<file path="src/common/dxr_pkg.sv">
// constants shared by the receiver error report and hsync configuration block
`default_nettype none
package dxr_pkg;
  // register indices; byte address is four times the index
  localparam logic [7:0] IDX_ERR_COUNT = 8'h29;
  localparam logic [7:0] IDX_VC_DTYPE = 8'h2A;
  localparam logic [7:0] IDX_PKT_RPT = 8'h2B;
  localparam logic [7:0] IDX_LANE_RPT = 8'h2C;
  localparam logic [7:0] IDX_CMD_RPT = 8'h2D;
  localparam logic [7:0] IDX_HSW_HI = 8'h30;
  localparam logic [7:0] IDX_HSW_LO = 8'h31;
  localparam logic [7:0] IDX_EN_PKT = 8'h40;
  localparam logic [7:0] IDX_EN_LANE = 8'h41;
  localparam logic [7:0] IDX_EN_CMD = 8'h42;
  localparam logic [7:0] IDX_CTRL = 8'h43;
  localparam logic [7:0] IDX_IRQ_STAT = 8'h44;
  localparam logic [7:0] IDX_IRQ_MASK = 8'h45;
  // implemented bits of each report layout
  localparam logic [7:0] PKT_MASK = 8'hBF;
  localparam logic [7:0] LANE_MASK = 8'h7F;
  localparam logic [7:0] CMD_MASK = 8'h07;
  localparam logic [1:0] HSW_HI_MASK = 2'h3;
  // reset values
  localparam logic [7:0] EN_PKT_RST = 8'hBF;
  localparam logic [7:0] EN_LANE_RST = 8'h7F;
  localparam logic [7:0] EN_CMD_RST = 8'h07;
  localparam logic [1:0] HSW_HI_RST = 2'h0;
  localparam logic [7:0] HSW_LO_RST = 8'h20;
  localparam logic [7:0] CNT_RST = 8'h00;
  localparam logic [7:0] CNT_MAX = 8'hFF;
  // field positions
  localparam int CMD_MISSING_EOT_BIT = 1;
  localparam int CTRL_SYNC_PULSE_BIT = 0;
  localparam int CTRL_EOT_OPT_BIT = 1;
  localparam int IRQ_ERR_BIT = 0;
  localparam int IRQ_HDR_BIT = 1;
  localparam int IRQ_SAT_BIT = 2;
  localparam int IRQ_W = 3;
  // pixel stream data type window on the low nibble
  localparam logic [3:0] DT_LO_MIN = 4'hB;
  localparam logic [3:0] DT_LO_MAX = 4'hE;
endpackage
`default_nettype wire

</file>
<file path="src/design/dxr_sync.sv">
// two flip-flop synchroniser for a bundle of levels from outside the clock domain
`default_nettype none
module dxr_sync #(
  parameter int W = 1
) (
  // clock and reset
  input wire logic clk_sys_i,
  input wire logic rst_b_i,
  input wire logic ce_i,
  // levels
  input wire logic [W-1:0] d_i,
  output logic [W-1:0] q_o
);
  logic [W-1:0] meta_reg;
  logic [W-1:0] q_reg;

  // first stage feeds only the second stage
  always_ff @(posedge clk_sys_i or negedge rst_b_i) begin
    if (!rst_b_i) begin
      meta_reg <= '0;
      q_reg <= '0;
    end else if (ce_i) begin
      meta_reg <= d_i;
      q_reg <= meta_reg;
    end
  end

  assign q_o = q_reg;
endmodule
`default_nettype wire

</file>
<file path="src/design/dxr_sticky.sv">
// sticky flag bank: set by events, cleared as a whole, set wins over clear
`default_nettype none
module dxr_sticky #(
  parameter int W = 8
) (
  // clock and reset
  input wire logic clk_sys_i,
  input wire logic rst_b_i,
  input wire logic ce_i,
  // events and clear
  input wire logic [W-1:0] set_i,
  input wire logic clr_i,
  output logic [W-1:0] flags_o
);
  logic [W-1:0] flags_reg;

  // an event in the clearing cycle survives the clear
  always_ff @(posedge clk_sys_i or negedge rst_b_i) begin
    if (!rst_b_i) begin
      flags_reg <= '0;
    end else if (ce_i) begin
      flags_reg <= (clr_i ? '0 : flags_reg) | set_i;
    end
  end

  assign flags_o = flags_reg;
endmodule
`default_nettype wire

</file>
<file path="src/design/dxr_regs.sv">
// receiver error report, last packet capture and hsync width registers on wishbone
// What this block does
// - 8-bit error count, cleared by reading it
// - capture channel id when type nibble B..E
// - capture data type under same nibble window
// - packet error report bit layout
// - lane error report bit layout
// - command error report bit layout
// - 10-bit hsync width, low byte resets 20h
// - width applies only in sync-event mode
// - causes count only when enabled, enables reset one
// - missing end packet flagged only mode clear
`default_nettype none
module dxr_regs
  import dxr_pkg::*;
(
  // system clock, reset, clock enable
  input wire logic clk_sys_i,
  input wire logic rst_b_i,
  input wire logic ce_i,
  // wishbone classic slave
  input wire logic wb_cyc_i,
  input wire logic wb_stb_i,
  input wire logic wb_we_i,
  input wire logic [9:0] wb_adr_i,
  input wire logic [3:0] wb_sel_i,
  input wire logic [31:0] wb_dat_i,
  output logic [31:0] wb_dat_o,
  output logic wb_ack_o,
  // link side, all sampled on link clock rising edges
  input wire logic link_clk_i,
  input wire logic hdr_valid_i,
  input wire logic [1:0] hdr_vc_i,
  input wire logic [5:0] hdr_dt_i,
  input wire logic [7:0] pkt_err_i,
  input wire logic [7:0] lane_err_i,
  input wire logic [7:0] cmd_err_i,
  input wire logic line_start_i,
  // generated sync and interrupt
  output logic hsync_o,
  output logic irq_o
);
  import dxr_pkg::*;
  localparam int SW = 1 + 1 + 2 + 6 + 8 + 8 + 8 + 1;
  typedef enum logic {
    DXR_HS_IDLE,
    DXR_HS_PULSE
  } dxr_hs_e;
  // synchronised link signals
  logic [SW-1:0] link_sync;
  logic lclk_s;
  logic hdr_valid_s;
  logic [1:0] hdr_vc_s;
  logic [5:0] hdr_dt_s;
  logic [7:0] pkt_err_s;
  logic [7:0] lane_err_s;
  logic [7:0] cmd_err_s;
  logic line_start_s;
  logic lclk_prev_reg;
  logic lclk_rise;
  logic line_prev_reg;
  // wishbone
  logic wb_req;
  logic ack_reg;
  logic [31:0] dat_reg;
  logic [7:0] idx;
  logic rd_take;
  logic wr_take;
  logic [7:0] rd_val;
  // configuration
  logic [1:0] hsw_hi_reg;
  logic [7:0] hsw_lo_reg;
  logic [7:0] en_pkt_reg;
  logic [7:0] en_lane_reg;
  logic [7:0] en_cmd_reg;
  logic sync_pulse_mode_reg;
  logic end_packet_optional_mode_reg;
  logic [IRQ_W-1:0] irq_mask_reg;
  // status
  logic [7:0] err_cnt_reg;
  logic [7:0] err_cnt_next;
  logic [1:0] last_virtual_channel_reg;
  logic [5:0] last_data_type_reg;
  logic [7:0] pkt_rpt;
  logic [7:0] lane_rpt;
  logic [7:0] cmd_rpt;
  logic [IRQ_W-1:0] irq_stat;
  logic [7:0] pkt_set;
  logic [7:0] lane_set;
  logic [7:0] cmd_set;
  logic [IRQ_W-1:0] irq_set;
  logic err_event;
  logic hdr_take;
  logic cnt_clr;
  // hsync generator
  dxr_hs_e hs_state_reg;
  logic [9:0] hs_left_reg;
  logic hsync_reg;
  logic [9:0] hsync_width;
  // every link input, link clock included, crosses on two flops
  dxr_sync #(
    .W(SW)
  ) u_sync (
    .clk_sys_i(clk_sys_i),
    .rst_b_i(rst_b_i),
    .ce_i(ce_i),
    .d_i({link_clk_i, hdr_valid_i, hdr_vc_i, hdr_dt_i, pkt_err_i, lane_err_i, cmd_err_i, line_start_i}),
    .q_o(link_sync)
  );

  assign {lclk_s, hdr_valid_s, hdr_vc_s, hdr_dt_s, pkt_err_s, lane_err_s, cmd_err_s, line_start_s} = link_sync;
  // link clock edge finder on the synchronised copy
  always_ff @(posedge clk_sys_i or negedge rst_b_i) begin
    if (!rst_b_i) begin
      lclk_prev_reg <= 1'b0;
    end else if (ce_i) begin
      lclk_prev_reg <= lclk_s;
    end
  end

  // data and clock share the same two stages, so they stay aligned
  assign lclk_rise = lclk_s & ~lclk_prev_reg;
  // wishbone request decode; answer one cycle after the request is seen
  assign wb_req = wb_cyc_i & wb_stb_i & ~ack_reg;
  assign idx = wb_adr_i[9:2];
  assign rd_take = wb_req & ~wb_we_i;
  assign wr_take = wb_req & wb_we_i & wb_sel_i[0];

  // read mux; unmapped indices read as zero
  always_comb begin
    rd_val = 8'h00;
    if (idx == IDX_ERR_COUNT) begin
      rd_val = err_cnt_reg;
    end else if (idx == IDX_VC_DTYPE) begin
      rd_val = {last_virtual_channel_reg, last_data_type_reg};
    end else if (idx == IDX_PKT_RPT) begin
      rd_val = pkt_rpt;
    end else if (idx == IDX_LANE_RPT) begin
      rd_val = lane_rpt;
    end else if (idx == IDX_CMD_RPT) begin
      rd_val = cmd_rpt;
    end else if (idx == IDX_HSW_HI) begin
      rd_val = {6'h00, hsw_hi_reg};
    end else if (idx == IDX_HSW_LO) begin
      rd_val = hsw_lo_reg;
    end else if (idx == IDX_EN_PKT) begin
      rd_val = en_pkt_reg;
    end else if (idx == IDX_EN_LANE) begin
      rd_val = en_lane_reg;
    end else if (idx == IDX_EN_CMD) begin
      rd_val = en_cmd_reg;
    end else if (idx == IDX_CTRL) begin
      rd_val = {6'h00, end_packet_optional_mode_reg, sync_pulse_mode_reg};
    end else if (idx == IDX_IRQ_STAT) begin
      rd_val = {5'h00, irq_stat};
    end else if (idx == IDX_IRQ_MASK) begin
      rd_val = {5'h00, irq_mask_reg};
    end
  end

  // ack and read data; every address is answered, writes to read-only ones are dropped
  always_ff @(posedge clk_sys_i or negedge rst_b_i) begin
    if (!rst_b_i) begin
      ack_reg <= 1'b0;
      dat_reg <= 32'h0000_0000;
    end else if (ce_i) begin
      ack_reg <= wb_req;
      if (rd_take) begin
        dat_reg <= {24'h00_0000, rd_val};
      end
    end
  end

  assign wb_ack_o = ack_reg;
  assign wb_dat_o = dat_reg;
  // width and enables are software written
  always_ff @(posedge clk_sys_i or negedge rst_b_i) begin
    if (!rst_b_i) begin
      hsw_hi_reg <= HSW_HI_RST;
      hsw_lo_reg <= HSW_LO_RST;
      en_pkt_reg <= EN_PKT_RST;
      en_lane_reg <= EN_LANE_RST;
      en_cmd_reg <= EN_CMD_RST;
      sync_pulse_mode_reg <= 1'b0;
      end_packet_optional_mode_reg <= 1'b0;
      irq_mask_reg <= '0;
    end else if (ce_i && wr_take) begin
      if (idx == IDX_HSW_HI) begin
        hsw_hi_reg <= wb_dat_i[1:0] & HSW_HI_MASK;
      end else if (idx == IDX_HSW_LO) begin
        hsw_lo_reg <= wb_dat_i[7:0];
      end else if (idx == IDX_EN_PKT) begin
        en_pkt_reg <= wb_dat_i[7:0] & PKT_MASK;
      end else if (idx == IDX_EN_LANE) begin
        en_lane_reg <= wb_dat_i[7:0] & LANE_MASK;
      end else if (idx == IDX_EN_CMD) begin
        en_cmd_reg <= wb_dat_i[7:0] & CMD_MASK;
      end else if (idx == IDX_CTRL) begin
        sync_pulse_mode_reg <= wb_dat_i[CTRL_SYNC_PULSE_BIT];
        end_packet_optional_mode_reg <= wb_dat_i[CTRL_EOT_OPT_BIT];
      end else if (idx == IDX_IRQ_MASK) begin
        irq_mask_reg <= wb_dat_i[IRQ_W-1:0];
      end
    end
  end

  // raw causes, sampled once per link clock edge
  always_comb begin
    pkt_set = 8'h00;
    lane_set = 8'h00;
    cmd_set = 8'h00;
    if (lclk_rise) begin
      // packet layout, reserved bit 6 never sets
      pkt_set = pkt_err_s & PKT_MASK;
      lane_set = lane_err_s & LANE_MASK;
      // command layout, bits 7..3 never set
      cmd_set = cmd_err_s & CMD_MASK;
      // suppressed while the end packet is optional
      if (end_packet_optional_mode_reg) begin
        cmd_set[CMD_MISSING_EOT_BIT] = 1'b0;
      end
    end
  end

  // only enabled causes reach the aggregate
  assign err_event = |{pkt_set & en_pkt_reg, lane_set & en_lane_reg, cmd_set & en_cmd_reg};
  // report banks clear on a read of their own register
  dxr_sticky #(
    .W(8)
  ) u_pkt_rpt (
    .clk_sys_i(clk_sys_i),
    .rst_b_i(rst_b_i),
    .ce_i(ce_i),
    .set_i(pkt_set),
    .clr_i(rd_take && idx == IDX_PKT_RPT),
    .flags_o(pkt_rpt)
  );
  dxr_sticky #(
    .W(8)
  ) u_lane_rpt (
    .clk_sys_i(clk_sys_i),
    .rst_b_i(rst_b_i),
    .ce_i(ce_i),
    .set_i(lane_set),
    .clr_i(rd_take && idx == IDX_LANE_RPT),
    .flags_o(lane_rpt)
  );
  dxr_sticky #(
    .W(8)
  ) u_cmd_rpt (
    .clk_sys_i(clk_sys_i),
    .rst_b_i(rst_b_i),
    .ce_i(ce_i),
    .set_i(cmd_set),
    .clr_i(rd_take && idx == IDX_CMD_RPT),
    .flags_o(cmd_rpt)
  );

  // count one per enabled event, hold at the top
  always_comb begin
    cnt_clr = rd_take && idx == IDX_ERR_COUNT;
    err_cnt_next = cnt_clr ? CNT_RST : err_cnt_reg;
    if (err_event && err_cnt_next != CNT_MAX) begin
      err_cnt_next = err_cnt_next + 8'h01;
    end
  end

  // read returns the count then zeroes it; an event in that cycle starts at one
  always_ff @(posedge clk_sys_i or negedge rst_b_i) begin
    if (!rst_b_i) begin
      err_cnt_reg <= CNT_RST;
    end else if (ce_i) begin
      err_cnt_reg <= err_cnt_next;
    end
  end

  // only pixel stream headers update the capture
  assign hdr_take = lclk_rise & hdr_valid_s & (hdr_dt_s[3:0] >= DT_LO_MIN) & (hdr_dt_s[3:0] <= DT_LO_MAX);
  always_ff @(posedge clk_sys_i or negedge rst_b_i) begin
    if (!rst_b_i) begin
      last_virtual_channel_reg <= 2'h0;
      last_data_type_reg <= 6'h00;
    end else if (ce_i && hdr_take) begin
      last_virtual_channel_reg <= hdr_vc_s;
      last_data_type_reg <= hdr_dt_s;
    end
  end

  // interrupt sources: enabled error, header capture, counter stuck at top
  always_comb begin
    irq_set = '0;
    irq_set[IRQ_ERR_BIT] = err_event;
    irq_set[IRQ_HDR_BIT] = hdr_take;
    irq_set[IRQ_SAT_BIT] = err_event && err_cnt_reg == CNT_MAX;
  end
  dxr_sticky #(
    .W(IRQ_W)
  ) u_irq (
    .clk_sys_i(clk_sys_i),
    .rst_b_i(rst_b_i),
    .ce_i(ce_i),
    .set_i(irq_set),
    .clr_i(rd_take && idx == IDX_IRQ_STAT),
    .flags_o(irq_stat)
  );

  // level interrupt straight from the sticky bits
  assign irq_o = |(irq_stat & irq_mask_reg);
  // the two halves join into one width
  assign hsync_width = {hsw_hi_reg, hsw_lo_reg};
  // line start edge, seen only on link clock edges
  always_ff @(posedge clk_sys_i or negedge rst_b_i) begin
    if (!rst_b_i) begin
      line_prev_reg <= 1'b0;
    end else if (ce_i && lclk_rise) begin
      line_prev_reg <= line_start_s;
    end
  end

  // width counted in pixel clocks, sync-event mode only
  always_ff @(posedge clk_sys_i or negedge rst_b_i) begin
    if (!rst_b_i) begin
      hs_state_reg <= DXR_HS_IDLE;
      hs_left_reg <= 10'h000;
      hsync_reg <= 1'b0;
    end else if (ce_i) begin
      if (sync_pulse_mode_reg) begin
        // pulse mode: the source shapes hsync itself
        hs_state_reg <= DXR_HS_IDLE;
        hs_left_reg <= 10'h000;
        if (lclk_rise) begin
          hsync_reg <= line_start_s;
        end
      end else if (lclk_rise) begin
        case (hs_state_reg)
          DXR_HS_IDLE: begin
            hsync_reg <= 1'b0;
            // zero width gives no pulse at all
            if (line_start_s && !line_prev_reg && hsync_width != 10'h000) begin
              hsync_reg <= 1'b1;
              hs_left_reg <= hsync_width - 10'h001;
              hs_state_reg <= DXR_HS_PULSE;
            end
          end
          DXR_HS_PULSE: begin
            if (hs_left_reg == 10'h000) begin
              hsync_reg <= 1'b0;
              hs_state_reg <= DXR_HS_IDLE;
            end else begin
              hs_left_reg <= hs_left_reg - 10'h001;
            end
          end
          default: begin
            hs_state_reg <= DXR_HS_IDLE;
          end
        endcase
      end
    end
  end

  assign hsync_o = hsync_reg;
endmodule
`default_nettype wire

</file>
<file path="config.mk">
export PLATFORM = sky130hd
export DESIGN_NAME = dxr_regs
export DESIGN_NICKNAME = d
export VERILOG_FILES = /design/src/common/dxr_pkg.sv /design/src/design/dxr_sync.sv /design/src/design/dxr_sticky.sv /design/src/design/dxr_regs.sv
export SDC_FILE = /design/constraint.sdc
export NUM_CORES = 1
export LEC_CHECK = 0
export BUFFER_PORTS_ARGS = -buffer_cell sky130_fd_sc_hd__buf_2
export CAP_MARGIN = 20
export CELL_PAD_IN_SITES_DETAIL_PLACEMENT = 1
export CELL_PAD_IN_SITES_GLOBAL_PLACEMENT = 2
export CORE_MARGIN = 2
export CORE_UTILIZATION = 40
export DETAILED_ROUTE_END_ITERATION = 10
export PLACE_DENSITY = 0.86
export SLEW_MARGIN = 25
export SYNTH_ARGS = -nofsm -noshare
export SYNTH_HDL_FRONTEND = slang
export SYNTH_SLANG_ARGS = --single-unit
</file>
<file path="constraint.sdc">
create_clock -name clk_sys_i -period 4.4 [get_ports clk_sys_i]
set_input_delay 0.88 -clock clk_sys_i [delete_from_list [all_inputs] [get_ports clk_sys_i]]
set_output_delay 0.88 -clock clk_sys_i [all_outputs]
set_load 0.01 [all_outputs]
</file>
==> results of run 1 <==
[metal layers]
layer	vias to the layer above	part of all wire, %	wire, um
met3	32	4.3	881
met1	2867	42	8780
met2	148	51	10600
met5	-	0	0
met4	0	2.2	446
li1	2484	-	-
[kinds of logic (layout without fill, tap and decap cells)]
kind of cell,after synthesis,count (layout)
DFF,147,147
other,1,24
adders and majority gates,2,2
buffers and inverters,68,117
muxes,110,110
xor gates and xnor gates,8,8
AOI/OAI and AO/OA,154,154
and+or+nand+nor,156,156
[stage by stage]
step	setup slack (ns)	cells
after floorplan	1.12	669
after global placement	1.02	915
after detailed placement	0.927	915
final	1.31	947
after global routing	1.10	947
after CTS	1.36	947
[power breakdown]
group,internal (mW),total (mW),switching (mW),leakage [nW]
combinational,0.281,0.605,0.325,1.67
clock,0.902,1.50,0.598,0.293
sequential,1.53,1.71,0.173,1.69
[how the worst max path moves through the flow]
stage	start	endpoint	slack (ns)
floorplan	wb_adr_i[4]	err_cnt_reg[0]	1.12
global placement	wb_adr_i[3]	err_cnt_reg[0]	1.02
CTS	wb_adr_i[3]	err_cnt_reg[0]	1.36
finish	hs_state_reg	hs_left_reg[8]	1.31
detailed placement	wb_adr_i[3]	err_cnt_reg[0]	0.93
global route	wb_adr_i[3]	err_cnt_reg[0]	1.10
[worst max-delay path, cell delays in order (launching register included)]
cell and delay (ns):
dfrtp_1 0.83, mux2i_1 0.32, ha_1 0.28, or4b_2 0.63
o32a_1 0.30, o41ai_1 0.44, nand3_1 0.14, nand2_1 0.08
[cells in the final DEF, fill, tap and decap left out, drive strengths merged, types with 10 or more instances in the layout]
master,synthesis,final
nor3,11,11
nand3,17,17
nand2,39,39
conb,1,24
buf,32,69
dfstp,18,18
o21ai,25,25
mux2,100,100
dfrtp,129,129
nor2,33,33
inv,14,19
a22oi,13,13
mux2i,10,10
a21oi,25,25
clkbuf,21,20
a22o,20,20
[cell type report]
| cell class | count | area, um2 | area share, % |
|---|---|---|---|
| clock inverter | 13 | 173 | 2.06 |
| tap | 229 | 287 | 3.41 |
| sequential | 147 | 3700 | 44.1 |
| multi-input combinational | 454 | 3370 | 40.1 |
| clock buffer | 19 | 433 | 5.15 |
| timing repair buffer | 70 | 382 | 4.54 |
| inverter | 15 | 56.3 | 0.670 |
==> results by group, run 1 <==
STA
  – Worst Hold Margin: 0.490 ns
  – # setup viols final: 0
  – Fin. Hold Viols: 0
  – Max Freq: 323 MHz
  – Worst slew margin: 34.0%
  – Final Critical Period: 3.09 ns
  – Clk_skew: 0.0130 ns
  – Final period util: 70.3%
  – Slew @ Worst Pin: 0.981 ns
  – Max-slew violations: 0
  – Setup TNS: 0 ns
  – RSZ-0062 raised after global routing: no

Global route
  – Global route hottest layer: met2
  – Met3 track demand over resource: 4.54%
  – Initial antenna violation count: 0
  – Vias in the first global route: 5,891
  – Met1 Usage GRT: 27.9%
  – Global-route wire length before repair: 33.3 mm
  – Grt met2 use: 37.6%
  – Largest net degree at the start of global routing: 113
  – Grt ovf: 0
  – GR Util All Layers: 21.9%

Synth
  – Synth Register Bits: 147
  – Synth top area share: 44.0%
  – Top_reg_cell synth: dfrtp_1
  – Adder-cell share of the synthesized area: 0.341%
  – Compound-gate portion of the synthesized area: 15.4%
  – Unique masters post-synth: 71
  – Mux share of post-synthesis cell area: 16.7%
  – Ys async rst share: 100%
  – Synth area leader: dfrtp_1
  – Most instantiated cells after synthesis: dfrtp_1, mux2_2, nand2_1, nor2_1, buf_4
  – Synth Area in Simple Gates: 11.2%
  – Cells after synthesis: 646
  – Post-synthesis sequential area ratio: 50.4%
  – XOR/XNOR Fraction of Synth Area: 0.955%
  – Largest family of logic cells by synthesized area: multiplexers
  – Netlist Area Pre-Place: 7340 um2
  – EDFF count, synth: 0
  – YS warnings: 0
  – Count leader, synth: dfrtp_1
  – Avg Cell Area, Syn: 11.4 um2
  – Synth top area cells: dfrtp_1, mux2_2, dfstp_2

Setup path
  – Crit path required time: 4.76 ns
  – Critical-path maximum fanout: 21
  – Crit path DAT: 3.46 ns
  – R2R depth: 7
  – R2r setup slk: 1.31 ns
  – Crit path launch type: flop
  – Critical R2R Capture: hs_left_reg[8]
  – R2R Path Start: hs_state_reg
  – Critical path class: flop to flop
  – Worst setup EP type: flop

CTS
  – Clk_lat worst skew: 0.44 ns
  – Clock-pin slew on the worst setup and hold paths: 0.07 ns
  – Htree depth: 4
  – CTS root buffer: clkbuf_16
  – Post-CTS sizing: 0
  – Hold_buf cts: 0
  – CTS tree: done
  – Sink Count: 147
  – Clock tree buffer depth: 2
  – Postcts setup bufs: 0
  – CTS Buf Count: 17

Die
  – CORE AREA: 18,000 um2
  – Die Ht: 139 um
  – Die area: 19,400 um2
  – Chip Width: 139 um
  – Initial Utilization: 40.9%
  – Ports: 122
  – # rows: 49

Final layout
  – Area delta synth->final: 14.4%
  – Post-layout util: 46.8%
  – Filler instances: 1,932
  – Nets@finish: 794
  – Fin area: 8400 um2
  – Antenna cells: 0
  – Layout cells sized above 1: 31.6%

Placed design
  – GPL Wtd Cong: 0.909
  – Placed Area: 7790 um2
  – Post-DP HPWL: 14.5 mm
  – Port bufs: 61

Power and ir drop
  – Power density over cell area: 454 nW/um2
  – VDD IR max: 0.260 mV
  – Leakage power: 3.65 nW
  – Final Power: 3.81 mW

Routing
  – Initial DRT Pass Iterations: 5
  – Post-route ant nets: 0
  – Final wirelength: 20.7 mm
  – DR WL/cell: 21.8 um
  – DR iter-0 viols: 350
  – DRC: 0
  – Via Count: 5,531
  – Vias per cell: 5.84

Min path
  – Hold Path Class: flop to flop
  – Hold path endpoint: line_prev_reg
  – Hold path start: line_prev_reg
  – Hold path depth: 2

Outcome
  – Run status: finished, final reports clean

Job
  – Max-cap violations: 0
(Power assumes the default switching activity.)
==> inputs of run 2 (changes only) <==
--- a/config.mk
+++ b/config.mk
@@ -5,14 +5,15 @@
 export SDC_FILE = /design/constraint.sdc
 export NUM_CORES = 1
 export LEC_CHECK = 0
+export ABC_AREA = 1
 export BUFFER_PORTS_ARGS = -buffer_cell sky130_fd_sc_hd__buf_2
 export CAP_MARGIN = 20
 export CELL_PAD_IN_SITES_DETAIL_PLACEMENT = 1
 export CELL_PAD_IN_SITES_GLOBAL_PLACEMENT = 2
 export CORE_MARGIN = 2
-export CORE_UTILIZATION = 40
+export CORE_UTILIZATION = 33
 export DETAILED_ROUTE_END_ITERATION = 10
-export PLACE_DENSITY = 0.86
+export PLACE_DENSITY = 0.81
 export SLEW_MARGIN = 25
 export SYNTH_ARGS = -nofsm -noshare
 export SYNTH_HDL_FRONTEND = slang
==> constraint.sdc (replaced) <==
create_clock -name clk_sys_i -period 3.04 [get_ports clk_sys_i]
set_input_delay 0.608 -clock clk_sys_i [delete_from_list [all_inputs] [get_ports clk_sys_i]]
set_output_delay 0.608 -clock clk_sys_i [all_outputs]
set_load 0.01 [all_outputs]
==> run 2 against run 1 <==
Via count grew 10%. Global-route usage shrank 3.8 points. Non-clock buffer count shrank 3. Largest cell class unchanged.
==> results by group, run 2 <==
Power and ir drop
  – Final Power: 5.25 mW (+38%)
  – Leakage power: 4.16 nW (+14%)
  – VDD IR max: 0.306 mV (+18%)
  – Power density over cell area: 621 nW/um2 (+37%)

CTS
  – Postcts setup bufs: 0 (unchanged)
  – Clock tree buffer depth: 2 (unchanged)
  – CTS root buffer: clkbuf_16
  – Clock-pin slew on the worst setup and hold paths: 0.06 ns (about the same)
  – Clk_lat worst skew: 0.44 ns (about the same)
  – CTS Buf Count: 17 (unchanged)
  – Hold_buf cts: 0 (unchanged)
  – CTS tree: done
  – Post-CTS sizing: 0 (unchanged)
  – Htree depth: 4 (unchanged)
  – Sink Count: 147 (unchanged)

Routing
  – Via Count: 6,093 (+10%)
  – Initial DRT Pass Iterations: 7 (+2)
  – DR WL/cell: 16.0 um (-26%)
  – DR iter-0 viols: 260 (-26%)
  – Vias per cell: 4.77 (-18%)
  – DRC: 0 (unchanged)
  – Final wirelength: 20.5 mm (-0.87%)
  – Post-route ant nets: 0 (unchanged)

STA
  – Max Freq: 440 MHz (+36%)
  – Max-slew violations: 0 (unchanged)
  – Setup TNS: 0 ns (unchanged)
  – Final Critical Period: 2.27 ns (-0.820 ns)
  – Fin. Hold Viols: 0 (unchanged)
  – RSZ-0062 raised after global routing: no
  – Clk_skew: 0.0147 ns (+0.00168 ns)
  – Final period util: 74.8% (+4.5 points)
  – # setup viols final: 0 (unchanged)
  – Worst slew margin: 48.6% (+15 points)
  – Slew @ Worst Pin: 0.770 ns (-0.211 ns)

Setup path
  – Crit path top cell by count: inv_1
  – Worst setup EP type: flop
  – Number of cells on the critical path: 6 (-1)
  – Critical path's slowest cell: nor4_2
  – Crit path DAT: 2.56 ns (-0.90 ns)
  – Critical-path maximum fanout: 23 (+9.5%)
  – Top delay family on crit path: simple AND/OR/NAND/NOR gates
  – CP Buf/Inv Count: 2 (+2)
  – CP peak stage delay: 0.55 ns (-0.28 ns)
  – Crit path required time: 3.33 ns (-1.43 ns)
  – Crit path launch type: flop
  – Critical path class: flop to flop
  – Critical path, cell by cell: inv_1, nand4_1, nor2_1, inv_1, nor4_2, o21ai_0
  – R2R depth: 6 (-1)

Die
  – CORE AREA: 21,900 um2 (+22%)
  – # rows: 54 (+10%)
  – Initial Utilization: 33.8% (-7.1 points)
  – Die area: 23,600 um2 (+21%)
  – Die Ht: 154 um (+10%)
  – Ports: 122 (unchanged)
  – Chip Width: 154 um (+10%)

Global route
  – Initial antenna violation count: 0 (unchanged)
  – Vias in the first global route: 6,291 (+6.8%)
  – Global-route wire length before repair: 33.9 mm (+1.7%)
  – GR Util All Layers: 18.1% (-3.8 points)
  – Grt ovf: 0 (unchanged)
  – Largest net degree at the start of global routing: 74 (-35%)

Synth
  – Ys async rst share: 100% (unchanged)
  – Unique masters post-synth: 47 (-34%)
  – Cells after synthesis: 927 (+43%)
  – YS warnings: 0 (unchanged)
  – Synth top area share: 43.7% (-0.31 points)
  – Netlist Area Pre-Place: 7390 um2 (+0.70%)
  – Top_reg_cell synth: dfrtp_1
  – Synth top area cells: dfrtp_1, nand2_1, o21ai_0
  – Synth Register Bits: 147 (unchanged)
  – Synth area leader: dfrtp_1
  – Post-synthesis sequential area ratio: 50.1% (-0.35 points)
  – Count leader, synth: nand2_1
  – Most instantiated cells after synthesis: nand2_1, dfrtp_1, inv_1, o21ai_0, nand3_1
  – EDFF count, synth: 0 (unchanged)
  – Avg Cell Area, Syn: 7.97 um2 (-30%)

Final layout
  – Filler instances: 2,739 (+42%)
  – Antenna cells: 0 (unchanged)
  – Most common cell after layout, fill and taps aside: nand2_1
  – Most frequent cells in the layout: nand2_1, dfrtp_1, inv_1
  – Area delta synth->final: 14.5% (about the same)
  – Nets@finish: 1,073 (+35%)
  – Layout cells sized above 1: 15.2% (-16 points)

Placed design
  – Port bufs: 61 (unchanged)
  – Post-DP HPWL: 14.8 mm (+2.2%)
  – GPL Wtd Cong: 0.800 (-12%)

Outcome
  – Run status: finished, final reports clean

Min path
  – Hold Path Class: input pin to async pin

Job
  – Max-cap violations: 0 (unchanged)
run 2: cell count changes after synthesis, sizes merged, moves of 12 or more:
cell / change
nand3: +30
o21ai: +101
nor2: +15
a22o: -20
mux2: -100
nand4: +14
inv: +103
a22oi: -12
nand2: +258
run 2: metal layers:
metal	share of wire [%]	up-vias	track usage (%)
met2	45	77	28.6
met1	50	2954	25.5
met4	1.3	0	5.29
li1	-	3044	-
met3	3.3	18	3.35
met5	0	-	0
run 2: path summary, 6_finish.rpt:
kind | startpoint | end | slack (ns)
max | wb_ack_o | u_lane_rpt.flags_o[5] | 0.77
min | rst_b_i | hs_left_reg[7] | 0.16
max reg2reg | wb_ack_o | u_lane_rpt.flags_o[5] | 0.77
min reg2reg | last_data_type_reg[3] | last_data_type_reg[3] | 0.46
max in group asynchronous | rst_b_i | en_lane_reg[1] | 2.04
min in group clk_sys_i | pkt_err_i[3] | u_sync.meta_reg[20] | 0.36
run 2: power breakdown:
group,switching [mW],total (mW),internal [mW]
Clock,0.897,2.09,1.19
Sequential,0.149,2.31,2.16
Combinational,0.565,0.861,0.296
run 2: layout make-up:
class                           count  area [um2]  area share (%)
Timing Repair Buffer               67         369            4.36
Clock buffer                       21         460            5.44
Multi-Input combinational cell    633        3020            35.7
Tap cell                          280         350            4.14
Inverter                          118         443            5.23
Sequential cell                   147        3700            43.7
Clock inverter                     11         116            1.38
run 2: logic make-up (layout without fill, tap and decap cells):
family / count (synthesis) / count (layout) / synth area share (%)
compound gates: 168 / 168 / 12.3
simple gates: 431 / 431 / 26.0
fa+ha+maj: 2 / 2 / 0.339
mux: 1 / 1 / 0.135
other cells: 1 / 24 / 0.0507
xor+xnor: 7 / 7 / 0.830
flops: 147 / 147 / 50.1
buf+inv: 170 / 217 / 10.2
run 2: metrics by stage:
step	instances	worst slack (ns)	hold slack, ns	instance area [um2]	util (%)
after detailed placement	1245	0.392	0.444	7890	36.0
final	1277	0.767	0.157	8460	38.7
after global routing	1277	0.464	0.216	8460	38.7
after CTS	1277	0.748	0.220	8460	38.7
after floorplan	950	0.798	0.312	7480	-
after global placement	1245	0.418	0.437	7890	36.0
==> inputs of run 3 (changes only) <==
--- a/config.mk
+++ b/config.mk
@@ -5,7 +5,7 @@
 export SDC_FILE = /design/constraint.sdc
 export NUM_CORES = 1
 export LEC_CHECK = 0
-export ABC_AREA = 1
+export ABC_AREA = 0
 export BUFFER_PORTS_ARGS = -buffer_cell sky130_fd_sc_hd__buf_2
 export CAP_MARGIN = 20
 export CELL_PAD_IN_SITES_DETAIL_PLACEMENT = 1
@@ -13,7 +13,7 @@
 export CORE_MARGIN = 2
 export CORE_UTILIZATION = 33
 export DETAILED_ROUTE_END_ITERATION = 10
-export PLACE_DENSITY = 0.81
+export PLACE_DENSITY = 0.76
 export SLEW_MARGIN = 25
 export SYNTH_ARGS = -nofsm -noshare
 export SYNTH_HDL_FRONTEND = slang
==> constraint.sdc (replaced) <==
create_clock -name clk_sys_i -period 1.8 [get_ports clk_sys_i]
set_input_delay 0.36 -clock clk_sys_i [delete_from_list [all_inputs] [get_ports clk_sys_i]]
set_output_delay 0.36 -clock clk_sys_i [all_outputs]
set_load 0.01 [all_outputs]
==> run 3 against run 2 <==
Routed wire length up 23%. Via count grew 3.2%. The run now ends with setup timing left. Total power rose by 94%. Die area decreased by 0.68%. Utilization increased by 9.4 points. Clock power grew 78%. Clock-buffer cell count decreased by 4.
==> results by group, run 3 (same netlist as run 1, synthesis figures left out) <==
Final layout
  – Fin area: 10,500 um2 (+24%)
  – Most frequent cells in the layout: buf_4, dfrtp_1, mux2_2
  – Antenna cells: 0 (unchanged)
  – Nets@finish: 963 (-10%)
  – Layout cells sized above 1: 53.4% (+38 points)
  – Post-layout util: 48.1% (+9.4 points)
  – Most common cell after layout, fill and taps aside: buf_4
  – Area delta synth->final: 42.9%
  – Filler instances: 2,326 (-15%)

Power and ir drop
  – VDD IR max: 0.694 mV (+130%)
  – Leakage power: 4.64 nW (+12%)
  – Final Power: 10.2 mW (+94%)
  – Power density over cell area: 973 nW/um2 (+57%)

Setup path
  – Critical R2R Capture: hs_left_reg[6]
  – Worst setup EP type: flop
  – R2R depth: 8 (+2)
  – Crit path required time: 2.12 ns (-1.21 ns)
  – Critical-path maximum fanout: 5 (-78%)
  – R2R Path Start: hs_state_reg
  – Critical path class: flop to flop
  – CP Buf/Inv Count: 0 (-2)
  – Top delay family on crit path: simple AND/OR/NAND/NOR gates
  – Critical path, cell by cell: mux2i_2, ha_2, or4b_4, o32a_1, xor2_1, nor4_2, a21oi_1, nand2_1
  – Crit path launch type: flop
  – R2r setup slk: -0.43 ns (-1.19 ns)
  – Critical path's slowest cell: or4b_4
  – CP peak stage delay: 0.48 ns (-0.07 ns)
  – Crit path DAT: 2.55 ns (about the same)

Routing
  – Final wirelength: 25.3 mm (+23%)
  – DRC: 0 (unchanged)
  – DR WL/cell: 21.7 um (+35%)
  – Initial DRT Pass Iterations: 4 (-3)
  – Vias per cell: 5.39 (+13%)
  – DR iter-0 viols: 288 (+11%)
  – Post-route ant nets: 0 (unchanged)
  – Via Count: 6,290 (+3.2%)

Min path
  – Hold path depth: 2
  – Hold Path Class: input pin to flop
  – Hold path endpoint: u_sync.meta_reg[15]
  – Hold path start: lane_err_i[6]

Global route
  – Initial antenna violation count: 0 (unchanged)
  – Vias in the first global route: 6,855 (+9.0%)
  – Grt ovf: 0 (unchanged)
  – Largest net degree at the start of global routing: 48 (-35%)
  – Global-route wire length before repair: 39.8 mm (+18%)
  – GR Util All Layers: 21.8% (+3.7 points)

CTS
  – Htree depth: 4 (unchanged)
  – CTS tree: done
  – CTS Buf Count: 17 (unchanged)
  – Clock tree buffer depth: 2 (unchanged)
  – Sink Count: 147 (unchanged)
  – Clock-pin slew on the worst setup and hold paths: 0.07 ns (about the same)
  – CTS root buffer: clkbuf_16
  – Clk_lat worst skew: 0.44 ns (about the same)

Job
  – Max-cap violations: 0 (unchanged)

Placed design
  – GPL Wtd Cong: 0.878 (+9.7%)
  – Placed Area: 9060 um2 (+15%)
  – Post-DP HPWL: 18.0 mm (+21%)
  – Port bufs: 61 (unchanged)

Die
  – # rows: 54 (unchanged)
  – CORE AREA: 21,800 um2 (-0.31%)
  – Initial Utilization: 33.6% (-0.13 points)
  – Chip Width: 153 um (-0.34%)
  – Die Ht: 153 um (-0.34%)
  – Ports: 122 (unchanged)
  – Die area: 23,500 um2 (-0.68%)

STA
  – RSZ-0062 raised after global routing: yes
  – Worst Hold Margin: 0.148 ns (-0.00931 ns)
  – Final worst setup slack: -0.425 ns (-1.19 ns)
  – Final period util: 124% (+49 points)
  – Setup TNS: -18.21 ns (-18.21 ns)
  – Clk_skew: 0.0114 ns (-0.00326 ns)
  – Final Critical Period: 2.23 ns (-0.0478 ns)
  – # setup viols final: 81 (+81)
  – Max-slew violations: 0 (unchanged)
  – Max Freq: 449 MHz (+2.1%)
  – Slew @ Worst Pin: 0.598 ns (-0.173 ns)
  – Fin. Hold Viols: 0 (unchanged)
  – Worst slew margin: 60.2% (+12 points)

Outcome
  – Run status: finished, violations left
  – Violated checks: setup timing
## run 3: changes by cell type in the layout (fill, tap and decap cells not counted), sizes merged, moves of 15 or more
cell   before  now
inv       123   21
nand2     297   39
o21ai     126   25
nand3      47   17
nor2       48   33
a22o        0   20
mux2        0  100
buf        67  238
## run 3: final cells by class
cell class | count | area [um2] | area share (%)
timing repair buffer | 239 | 1840 | 17.6
multi-input combinational | 454 | 3920 | 37.4
tap | 280 | 350 | 3.34
sequential | 147 | 3700 | 35.3
clock inverter | 15 | 189 | 1.80
clock buffer | 17 | 425 | 4.06
inverter | 15 | 56.3 | 0.537
## run 3: worst max path at each step
stage / from / to / slack (ns) / depth (start not counted)
floorplan: hs_state_reg / hs_left_reg[8] / -0.53 / 10
global placement: wb_stb_i / err_cnt_reg[4] / -0.60 / 12
detailed placement: wb_stb_i / err_cnt_reg[0] / -0.64 / 11
CTS: hs_state_reg / hs_left_reg[8] / -0.40 / 8
global route: hs_state_reg / hs_left_reg[6] / -0.54 / 8
finish: hs_state_reg / hs_left_reg[6] / -0.43 / 8
## run 3: timing repair
action	CTS	global route
hold buffers	1	0
resized for setup	69	66
gates cloned	0	0
endpoints found under the hold margin	26	0
pin swaps	19	42
setup buffers	20	15
setup endpoints to repair	77	85
## run 3: per-stage QoR
step                setup WS, ns  cells
finish                    -0.425   1167
global route              -0.536   1167
CTS                       -0.400   1156
detailed placement        -0.641   1106
global placement          -0.597   1106
floorplan                 -0.526    669
## run 3: metal layers
metal / global-route usage (%) / wire length (um)
met2: 37.4 / 13000
met3: 3.63 / 897
met5: 0 / 0
met4: 8.60 / 828
met1: 27.6 / 10600
## run 3: where the power goes
group / switching (mW) / total [mW] / internal, mW / leakage (nW)
Sequential: 0.356 / 4.10 / 3.75 / 1.69
Combinational: 1.16 / 2.39 / 1.23 / 2.65
Clock: 1.71 / 3.71 / 2.00 / 0.298
Total: 3.22 / 10.2 / 6.98 / 4.64
## run 3: worst register-to-register path, cell delays in order (launching register included)
cell	delay, ns
dfrtp_1	0.41
mux2i_2	0.26
ha_2	0.22
or4b_4	0.48
o32a_1	0.26
xor2_1	0.24
nor4_2	0.06
a21oi_1	0.12
nand2_1	0.07
